===== src/quad_pos_map.vh =====
// Purpose: Constants for the quadrature position burst output block
// Assumes: 125 MHz system clock, classic Wishbone register access
// Notes:   Offsets are byte addresses of 32-bit words
`ifndef QUAD_POS_MAP_VH
`define QUAD_POS_MAP_VH

// ---------------------------------------------------------------
// Register offsets
// ---------------------------------------------------------------
`define REG_CTRL        8'h00
`define REG_STATUS      8'h04
`define REG_IRQ_STAT    8'h08
`define REG_IRQ_MASK    8'h0c
`define REG_INDEX_POS   8'h10
`define REG_ZERO_POS    8'h14
`define REG_REL_POS     8'h18
`define REG_NV_COUNT    8'h1c

// ---------------------------------------------------------------
// Control fields
// ---------------------------------------------------------------
`define CTRL_FREQ_LSB   0
`define CTRL_FREQ_MSB   3
`define CTRL_NONVOL_BIT 4
`define CTRL_BURST_BIT  5
`define CTRL_ZERO_BIT   6
`define CTRL_RESET_VAL  32'h0000_0000

// ---------------------------------------------------------------
// Interrupt status bits
// ---------------------------------------------------------------
`define IRQ_BURST_DONE  0
`define IRQ_ZERO_SET    1
`define IRQ_FAULT       2
`define IRQ_NV_LIMIT    3
`define IRQ_WIDTH       4

// ---------------------------------------------------------------
// Timing and sizes
// ---------------------------------------------------------------
`define CLK_HZ          125000000
`define COUNTS_PER_INCH 1000
`define NV_WRITE_LIMIT  100000
`define POS_WIDTH       24
`define FREQ_SEL_W      4

`endif


===== src/quad_pos_out.v =====
// Purpose: Quadrature A/B/Z output of an absolute position transducer
// Assumes: Position samples arrive from same-clock logic; pins are async
// Notes:   Differential pairs are formed outside as true and complement
`timescale 1ns/1ps
`include "quad_pos_map.vh"

// Function
// A and B channels report position at 0.001 inch, 1000 counts per inch.
// The index channel asserts at a position that software sets.
// A burst input replays the whole position relative to zero as pulses.
// A zero pulse captures the present position as reference, later motion counts up or down.
// In volatile mode the reference holds until a new zero or power loss, rewritable without limit.
// In non-volatile mode the reference survives power loss and allows at most 100000 writes; the write count here clears on reset, allowing 100000 more.
// Pulses go out in packets at a fixed rate independent of magnet speed.
// The cycle frequency is one of nine settings from 10 kHz to 1000 kHz.
// The integrator picks a rate no higher than the counter input limit, lower when between.
// Green shows while the magnet is in range, red on null zone, dead zone or loss.
// A and B are in quadrature, A leads increasing and B leads decreasing.
module quad_pos_out (
   input  wire                    clock,       // System clock
   input  wire                    rst,         // Sync reset, active high
   input  wire [`POS_WIDTH-1:0]   mag_pos,     // Absolute position in counts
   input  wire                    mag_valid,   // Magnet seen in programmed range
   input  wire                    mag_zone_bad,// Magnet in null or dead zone
   input  wire                    burst_pin,   // Burst input pin
   input  wire                    zero_pin,    // Zero input pin
   input  wire [`POS_WIDTH-1:0]   nv_zero,     // Stored reference from storage
   input  wire                    nv_valid,    // Stored reference present
   output reg                     nv_write,    // Write reference to storage
   output reg  [`POS_WIDTH-1:0]   nv_data,     // Reference to store
   output reg                     chan_a,      // Quadrature channel A
   output reg                     chan_b,      // Quadrature channel B
   output reg                     chan_z,      // Index channel
   output wire                    led_green,   // Healthy status LED
   output wire                    led_red,     // Fault status LED
   output wire                    irq,         // Level interrupt
   input  wire [31:0]             wb_adr_i,    // Wishbone address
   input  wire [31:0]             wb_dat_i,    // Wishbone write data
   output reg  [31:0]             wb_dat_o,    // Wishbone read data
   input  wire                    wb_we_i,     // Wishbone write enable
   input  wire [3:0]              wb_sel_i,    // Wishbone byte selects
   input  wire                    wb_stb_i,    // Wishbone strobe
   input  wire                    wb_cyc_i,    // Wishbone cycle
   output reg                     wb_ack_o     // Wishbone acknowledge
);

   localparam PW = `POS_WIDTH;

   // ------------------------------------------------------------
   // Registers and state
   // ------------------------------------------------------------
   reg  [31:0]   ctrl_q;
   reg  [PW-1:0] index_q;
   reg  [PW-1:0] zero_q;
   reg  [PW-1:0] out_q;         // Position already sent to counter
   reg  [16:0]   nv_cnt_q;
   reg  [`IRQ_WIDTH-1:0] istat_q;
   reg  [`IRQ_WIDTH-1:0] imask_q;
   reg  [1:0]    burst_s_q;
   reg  [1:0]    zero_s_q;
   reg           burst_d_q;
   reg           zero_d_q;
   reg  [1:0]    phase_q;
   reg  [1:0]    mode_q;
   reg           fault_d_q;
   reg           nv_loaded_q;

   localparam [1:0] ST_TRACK = 2'b00;
   localparam [1:0] ST_CLEAR = 2'b01;
   localparam [1:0] ST_BURST = 2'b10;

   wire          step_en;
   wire          acc;
   wire          wr;
   wire          rd;
   wire          burst_evt;
   wire          zero_evt;
   wire          nonvol;
   wire          nv_full;
   wire [PW-1:0] rel_pos;
   wire [PW-1:0] target;
   wire          want_up;
   wire          want_dn;
   wire          fault;
   reg  [`IRQ_WIDTH-1:0] ev;

   // Fixed-rate step enable, speed independent
   quad_rate_gen u_rate (
      .clock    (clock),
      .rst      (rst),
      .freq_sel (ctrl_q[`CTRL_FREQ_MSB:`CTRL_FREQ_LSB]),
      .step_en  (step_en)
   );

   // ------------------------------------------------------------
   // Pin synchronisers and edge detect
   // ------------------------------------------------------------
   always @(posedge clock) begin
      if (rst) begin
         burst_s_q <= 2'b00;
         zero_s_q  <= 2'b00;
         burst_d_q <= 1'b0;
         zero_d_q  <= 1'b0;
      end else begin
         burst_s_q <= {burst_s_q[0], burst_pin};
         zero_s_q  <= {zero_s_q[0], zero_pin};
         burst_d_q <= burst_s_q[1];
         zero_d_q  <= zero_s_q[1];
      end
   end

   // ------------------------------------------------------------
   // Bus decode
   // ------------------------------------------------------------
   assign acc      = wb_cyc_i & wb_stb_i & ~wb_ack_o;
   assign wr       = acc & wb_we_i;
   assign rd       = acc & ~wb_we_i;
   assign nonvol   = ctrl_q[`CTRL_NONVOL_BIT];
   assign nv_full  = (nv_cnt_q >= 17'd`NV_WRITE_LIMIT);
   assign fault    = ~mag_valid | mag_zone_bad;

   // Rising pin edge or software strobe bit
   assign burst_evt = (burst_s_q[1] & ~burst_d_q) |
                      (wr & (wb_adr_i[7:0] == `REG_CTRL) & wb_sel_i[0] & wb_dat_i[`CTRL_BURST_BIT]);
   assign zero_evt  = (zero_s_q[1] & ~zero_d_q) |
                      (wr & (wb_adr_i[7:0] == `REG_CTRL) & wb_sel_i[0] & wb_dat_i[`CTRL_ZERO_BIT]);

   // Position relative to reference, in 0.001 inch counts
   assign rel_pos = mag_pos - zero_q;
   assign target  = (mode_q == ST_CLEAR) ? {PW{1'b0}} : rel_pos;
   assign want_up = (out_q != target) & ~target[PW-1] & (out_q[PW-1] | (out_q < target));
   assign want_dn = (out_q != target) & ~want_up;

   // ------------------------------------------------------------
   // Reference capture and storage
   // ------------------------------------------------------------
   always @(posedge clock) begin
      if (rst) begin
         zero_q      <= {PW{1'b0}};
         nv_cnt_q    <= 17'h00000;
         nv_write    <= 1'b0;
         nv_data     <= {PW{1'b0}};
         nv_loaded_q <= 1'b0;
      end else begin
         nv_write <= 1'b0;
         if (!nv_loaded_q) begin
            nv_loaded_q <= 1'b1;
            // Mode bit is cleared by reset, so trust the stored flag
            if (nv_valid)
               zero_q <= nv_zero;
         end else if (zero_evt & mag_valid) begin
            if (!nonvol) begin
               zero_q <= mag_pos;
            end else if (!nv_full) begin
               zero_q   <= mag_pos;
               nv_write <= 1'b1;
               nv_data  <= mag_pos;
               nv_cnt_q <= nv_cnt_q + 17'h00001;
            end
         end
      end
   end

   // ------------------------------------------------------------
   // Output sequencer: track, clear then burst replay
   // ------------------------------------------------------------
   always @(posedge clock) begin
      if (rst) begin
         mode_q <= ST_TRACK;
      end else begin
         case (mode_q)
            ST_TRACK: if (burst_evt | zero_evt) mode_q <= ST_CLEAR;
            ST_CLEAR: if (out_q == {PW{1'b0}}) mode_q <= ST_BURST;
            ST_BURST: if (out_q == rel_pos) mode_q <= ST_TRACK;
            default:  mode_q <= ST_TRACK;
         endcase
      end
   end

   // Quadrature stepping at fixed rate toward target
   always @(posedge clock) begin
      if (rst) begin
         out_q   <= {PW{1'b0}};
         phase_q <= 2'b00;
      end else if (step_en & ~fault & (want_up | want_dn)) begin
         if (want_up) begin
            out_q   <= out_q + {{(PW-1){1'b0}}, 1'b1};
            phase_q <= phase_q + 2'b01;
         end else begin
            out_q   <= out_q - {{(PW-1){1'b0}}, 1'b1};
            phase_q <= phase_q - 2'b01;
         end
      end
   end

   // Gray sequence 00,10,11,01: A leads counting up
   always @(posedge clock) begin
      if (rst) begin
         chan_a <= 1'b0;
         chan_b <= 1'b0;
         chan_z <= 1'b0;
      end else begin
         chan_a <= (phase_q == 2'b01) | (phase_q == 2'b10);
         chan_b <= phase_q[1];
         chan_z <= (out_q == index_q);
      end
   end

   // ------------------------------------------------------------
   // Interrupt status, set wins over read clear
   // ------------------------------------------------------------
   always @* begin
      ev = {`IRQ_WIDTH{1'b0}};
      ev[`IRQ_BURST_DONE] = (mode_q == ST_BURST) & (out_q == rel_pos);
      ev[`IRQ_ZERO_SET]   = nv_write | (zero_evt & mag_valid & ~nonvol);
      ev[`IRQ_FAULT]      = fault & ~fault_d_q;
      ev[`IRQ_NV_LIMIT]   = zero_evt & nonvol & nv_full;
   end

   always @(posedge clock) begin
      if (rst) begin
         istat_q   <= {`IRQ_WIDTH{1'b0}};
         fault_d_q <= 1'b0;
      end else begin
         fault_d_q <= fault;
         if (rd & (wb_adr_i[7:0] == `REG_IRQ_STAT))
            istat_q <= ev;
         else
            istat_q <= istat_q | ev;
      end
   end

   assign irq       = |(istat_q & imask_q);
   assign led_green = ~fault;
   assign led_red   = fault;

   // ------------------------------------------------------------
   // Register writes and read mux
   // ------------------------------------------------------------
   always @(posedge clock) begin
      if (rst) begin
         ctrl_q   <= `CTRL_RESET_VAL;
         index_q  <= {PW{1'b0}};
         imask_q  <= {`IRQ_WIDTH{1'b0}};
         wb_ack_o <= 1'b0;
         wb_dat_o <= 32'h0000_0000;
      end else begin
         wb_ack_o <= acc;
         if (wr & wb_sel_i[0]) begin
            case (wb_adr_i[7:0])
               `REG_CTRL:      ctrl_q[4:0] <= wb_dat_i[4:0];
               `REG_INDEX_POS: index_q     <= wb_dat_i[PW-1:0];
               `REG_IRQ_MASK:  imask_q     <= wb_dat_i[`IRQ_WIDTH-1:0];
               default: ;
            endcase
         end
         if (rd) begin
            case (wb_adr_i[7:0])
               `REG_CTRL:      wb_dat_o <= {27'h0, ctrl_q[4:0]};
               `REG_STATUS:    wb_dat_o <= {26'h0, mode_q, nv_full, fault, mag_zone_bad, mag_valid};
               `REG_IRQ_STAT:  wb_dat_o <= {28'h0, istat_q};
               `REG_IRQ_MASK:  wb_dat_o <= {28'h0, imask_q};
               `REG_INDEX_POS: wb_dat_o <= {8'h0, index_q};
               `REG_ZERO_POS:  wb_dat_o <= {8'h0, zero_q};
               `REG_REL_POS:   wb_dat_o <= {8'h0, out_q};
               `REG_NV_COUNT:  wb_dat_o <= {15'h0, nv_cnt_q};
               default:        wb_dat_o <= 32'h0000_0000;
            endcase
         end
      end
   end

endmodule


===== src/quad_rate_gen.v =====
// Purpose: Step-rate divider for the quadrature output
// Assumes: 125 MHz clock, selection of nine cycle frequencies
// Notes:   Emits four enable pulses per quadrature cycle
`timescale 1ns/1ps
`include "quad_pos_map.vh"

module quad_rate_gen (
   input  wire                     clock,    // System clock
   input  wire                     rst,      // Sync reset, active high
   input  wire [`FREQ_SEL_W-1:0]   freq_sel, // Cycle frequency choice
   output reg                      step_en   // One-cycle step enable
);

   // ------------------------------------------------------------
   // Divider table
   // ------------------------------------------------------------
   localparam [31:0] F0 = 32'd10000;
   localparam [31:0] F1 = 32'd25000;
   localparam [31:0] F2 = 32'd50000;
   localparam [31:0] F3 = 32'd75000;
   localparam [31:0] F4 = 32'd100000;
   localparam [31:0] F5 = 32'd150000;
   localparam [31:0] F6 = 32'd250000;
   localparam [31:0] F7 = 32'd500000;
   localparam [31:0] F8 = 32'd1000000;

   reg  [31:0] freq_hz;
   wire [31:0] div_w;
   reg  [15:0] cnt_q;

   // Selected quadrature cycle frequency, unused codes take slowest
   always @* begin
      case (freq_sel)
         4'h0:    freq_hz = F0;
         4'h1:    freq_hz = F1;
         4'h2:    freq_hz = F2;
         4'h3:    freq_hz = F3;
         4'h4:    freq_hz = F4;
         4'h5:    freq_hz = F5;
         4'h6:    freq_hz = F6;
         4'h7:    freq_hz = F7;
         4'h8:    freq_hz = F8;
         default: freq_hz = F0;
      endcase
   end

   // Four edges per cycle; round down keeps rate at or above setting
   assign div_w = `CLK_HZ / (freq_hz * 32'd4);

   // Step pulse counter
   always @(posedge clock) begin
      if (rst) begin
         cnt_q   <= 16'h0000;
         step_en <= 1'b0;
      end else if (cnt_q >= div_w[15:0] - 16'h0001) begin
         cnt_q   <= 16'h0000;
         step_en <= 1'b1;
      end else begin
         cnt_q   <= cnt_q + 16'h0001;
         step_en <= 1'b0;
      end
   end

endmodule


===== config.mk =====
export PLATFORM = sky130hd
export DESIGN_NAME = quad_pos_out
export DESIGN_NICKNAME = d
export VERILOG_FILES = /design/src/quad_pos_out.v /design/src/quad_rate_gen.v
export VERILOG_INCLUDE_DIRS = /design/src
export SDC_FILE = /design/constraint.sdc
export NUM_CORES = 1
export LEC_CHECK = 0
export BUFFER_PORTS_ARGS = -buffer_cell sky130_fd_sc_hd__buf_2
export CAP_MARGIN = 20
export CORE_ASPECT_RATIO = 2
export CORE_MARGIN = 4
export CORE_UTILIZATION = 60
export DETAILED_ROUTE_END_ITERATION = 12
export GPL_TIMING_DRIVEN = 0
export PLACE_DENSITY = 0.77
export SLEW_MARGIN = 20
export SYNTH_ARGS = -nofsm -noshare
export SYNTH_HDL_FRONTEND = slang
export SYNTH_SLANG_ARGS = --single-unit

===== constraint.sdc =====
create_clock -name clock -period 168.5 [get_ports clock]
set_clock_uncertainty 0.1 [all_clocks]
set_input_delay 16.85 -clock clock [delete_from_list [all_inputs] [get_ports clock]]
set_output_delay 16.85 -clock clock [all_outputs]
set_load 0.02 [all_outputs]

==> impl_metrics.py <==
metrics = {
    "finish": {
        "final_core_util": 0.650,
        "drive_gt1_frac": 0.0861,
        "area_growth_pct": 7.50,
        "layout.nets": 4932,
        "num-fill-cells": 4792,
    },
    "run": {
        "cap_violations": 0,
    },
    "logic_synthesis": {
        "synth_top_area_share": 0.158,
        "synthAdderAreaFrac": 0.161,
        "synth-edff-count": 0,
        "ys_seq_area_frac": 0.131,
        "synth-simple-area-share": 0.232,
        "synth.avg_cell_area_um2": 7.28,
        "syn_area_mm2": 0.0308,
        "async_reset_ff_frac": 0,
        "ys_top_cells_by_area": "ha_1 16%, dfxtp_1 13%, xnor2_1 6.1%",
        "synthXorXnorAreaFrac": 0.0883,
        "synth_compound_area_frac": 0.294,
        "synth_cell_types": 111,
        "yosys.area.top_type": "ha_1",
        "ys_ff_latch": 201,
        "synth_ff_type": "dfxtp_1",
        "synth_top_family_by_area": "compound AO/OA/AOI/OAI gates",
        "synthMuxAreaShare": 0.0510,
        "yosysWarningCount": 0,
        "synth_cells": 4233,
    },
    "outcome": {
        "status": "finished, final reports clean",
    },
    "clocking": {
        "cts_resized": 0,
        "cts_sinks": 201,
        "cts_hold_buf": 0,
        "root_buffer": "clkbuf_16",
        "cts.clk_slew.worst_paths_ns": 0.07,
        "cts_setup_buffers": 0,
        "htreeDepth": 1,
        "cts_buffers": 18,
        "clk_latency_ns": 0.52,
        "cts_tree": "built",
        "clockBufferDepth": 3,
    },
    "setup_path": {
        "slowest_stage": "o41ai_1",
        "setup.worst_path.end_class": "flip-flop",
        "required_ns": 168.84,
        "path_common_cell": "o21ai_0",
        "r2r_cells": 327,
        "reg2reg_slack_ns": 85.09,
        "cp_max_fo": 11,
        "critPathKind": "reg -> reg",
        "r2r_end": "u_rate.cnt_q[8]$_SDFF_PP0_",
        "rr_startpoint": "u_rate.freq_hz[3]$_SDFF_PP0_",
        "worstPathArrival_ns": 83.75,
        "cpPeakStageDelay_ns": 0.81,
        "critPathLaunchType": "flip-flop",
    },
    "worst_hold_path": {
        "hold_path_depth": 1,
        "worstHoldPathType": "reg -> reg",
        "min_from": "burst_s_q[0]$_SDFF_PP0_",
        "min_delay_worst_endpoint": "burst_s_q[1]$_SDFF_PP0_",
    },
    "sta": {
        "report.final.slew_viol_count": 0,
        "max_freq_ghz": 0.0120,
        "post-route-period-util": 0.495,
        "fin_setup_tns_ns": 0,
        "setup_violations": 0,
        "min_period_ns": 83.41,
        "final_hold_viol_count": 0,
        "rsz0062_at_grt": "false",
        "worst_pin_slew_ns": 1.18,
        "relSlewSlack": 0.205,
    },
    "floorplanning": {
        "num_rows": 117,
        "coreArea_mm2": 0.0509,
        "initial_core_util": 0.605,
        "die_area_mm2": 0.0553,
        "dieHeight_um": 328,
        "fp.dieW_um": 168,
        "pin_count": 190,
    },
    "grt": {
        "grt_pass1_vias": 34400,
        "antenna_found_initial": 1,
        "grt_start_max_net_pins": 29,
        "track_usage": 0.400,
        "grt_overflow": 0,
        "grt_first_pass_wirelength_um": 176000,
    },
    "route": {
        "post_drt_wl_per_cell_um": 22.8,
        "remaining_drc_errors": 0,
        "route.detailed.vias_per_inst": 6.69,
        "drt_wl_total_um": 116000,
        "vias": 34000,
        "drt-pass1-iter-count": 7,
        "final_antenna_net_count": 0,
        "first_iter_violations": 2264,
    },
    "placement": {
        "dp_hpwl_um": 92000,
        "placement.io_buffers": 146,
        "routabilityCongestion": 1.07,
    },
}
## sequential cells by signal, summed over array words and instances, names as in the netlist, 2 cells and up
register and cells:
phase_q 2, index_q 24, ctrl_q 5, burst_s_q 2, nv_cnt_q 17, mode_q 2, u_rate.cnt_q 16, nv_data 24
imask_q 4, out_q 24, istat_q 4, zero_s_q 2, zero_q 24, wb_dat_o 24, u_rate.freq_hz 17
## routing by layer
metal  global-route usage  wire length (um)
met4                0.443             15800
met2                0.736             57700
met1                0.330             35000
met3               0.0760              7310
met5                    0                 0
## worst max-delay path, delay by kind of cell, from the launching register on
kind / cells / cell delay, ns
AND/OR/NAND/NOR: 87 / 15.52
XOR/XNOR: 1 / 0.34
buffers and inverters: 42 / 15.17
multiplexers: 5 / 1.52
AO/OA/AOI/OAI: 165 / 40.64
adder cells (fa/ha/maj): 27 / 9.18
flip-flops: 1 / 0.69
## final cells by class
type	instances	area, um^2	share of cell area
Clock inverter	5	61.3	0.00185
Inverter	198	743	0.0224
Buffer	142	597	0.0180
Sequential cell	201	4020	0.121
Antenna cell	1	2.50	0.0000756
Multi-Input combinational cell	3700	25500	0.770
Tap cell	654	818	0.0247
Clock buffer	27	546	0.0165
Timing Repair Buffer	152	820	0.0247
## synth_stat cells (all sizes together), types with 39 or more instances
cell type	number
a211oi	85
a21boi	40
a21o	105
a21oi	375
a31oi	42
and3	47
clkbuf	106
dfxtp	201
ha	389
inv	196
mux2	72
mux2i	76
nand2	413
nand2b	82
nand3	106
nand4	44
nor2	453
nor2b	67
nor3	94
nor4	39
o211ai	42
o21a	86
o21ai	246
o21bai	42
xnor2	214
xor2	94
## placed cells by master, fill, tap and decap left out, types with 43 or more instances in the layout
cell type / netlist / layout
a211oi_1: 76 / 76
a21o_1: 105 / 105
a21oi_1: 372 / 372
and3_1: 47 / 47
buf_2: 12 / 158
clkbuf_1: 106 / 110
dfxtp_1: 201 / 201
ha_1: 389 / 389
inv_1: 196 / 187
mux2_2: 72 / 72
mux2i_1: 76 / 76
nand2_1: 413 / 413
nand2b_1: 82 / 82
nand3_1: 104 / 104
nand4_1: 43 / 43
nor2_1: 451 / 451
nor2b_1: 67 / 67
nor3_1: 88 / 88
o21a_1: 86 / 86
o21ai_0: 233 / 233
xnor2_1: 214 / 214
xor2_1: 94 / 94
## logic make-up (layout without fill, tap and decap cells)
logic type | count (synthesis) | after routing
adder cells (fa/ha/maj) | 393 | 393
other | 1 | 10
AND/OR/NAND/NOR | 1495 | 1495
flip-flops | 201 | 201
AO/OA/AOI/OAI | 1346 | 1346
multiplexers | 148 | 148
buffers and inverters | 340 | 524
XOR/XNOR | 309 | 309
## through the flow
step	area [um^2]	hold WS (ns)	setup slack, ns	std cells
6_report	33100	0.346	85.09	5080
5_1_grt	33100	0.368	79.23	5079
4_1_cts	33100	0.349	87.80	5078
3_5_place_dp	32500	0.328	88.11	5046
3_3_place_gp	32400	0.319	88.46	5041
2_1_floorplan	30800	0.314	106.40	4241
## worst max path at each step
stage | from | slack, ns | to
final | u_rate.freq_hz[3]$_SDFF_PP0_ | 85.09 | u_rate.cnt_q[8]$_SDFF_PP0_
after detailed placement | u_rate.freq_hz[3]$_SDFF_PP0_ | 88.11 | u_rate.cnt_q[8]$_SDFF_PP0_
after floorplan | u_rate.freq_hz[3]$_SDFF_PP0_ | 106.40 | u_rate.cnt_q[10]$_SDFF_PP0_
after global placement | u_rate.freq_hz[3]$_SDFF_PP0_ | 88.46 | u_rate.cnt_q[10]$_SDFF_PP0_
after global routing | u_rate.freq_hz[3]$_SDFF_PP0_ | 79.23 | u_rate.cnt_q[12]$_SDFF_PP0_
after CTS | u_rate.freq_hz[3]$_SDFF_PP0_ | 87.80 | u_rate.cnt_q[8]$_SDFF_PP0_
Power is left out: the tool's default activity adds up to more than one toggle a clock period on the data nets, which glitch-free logic cannot reach.
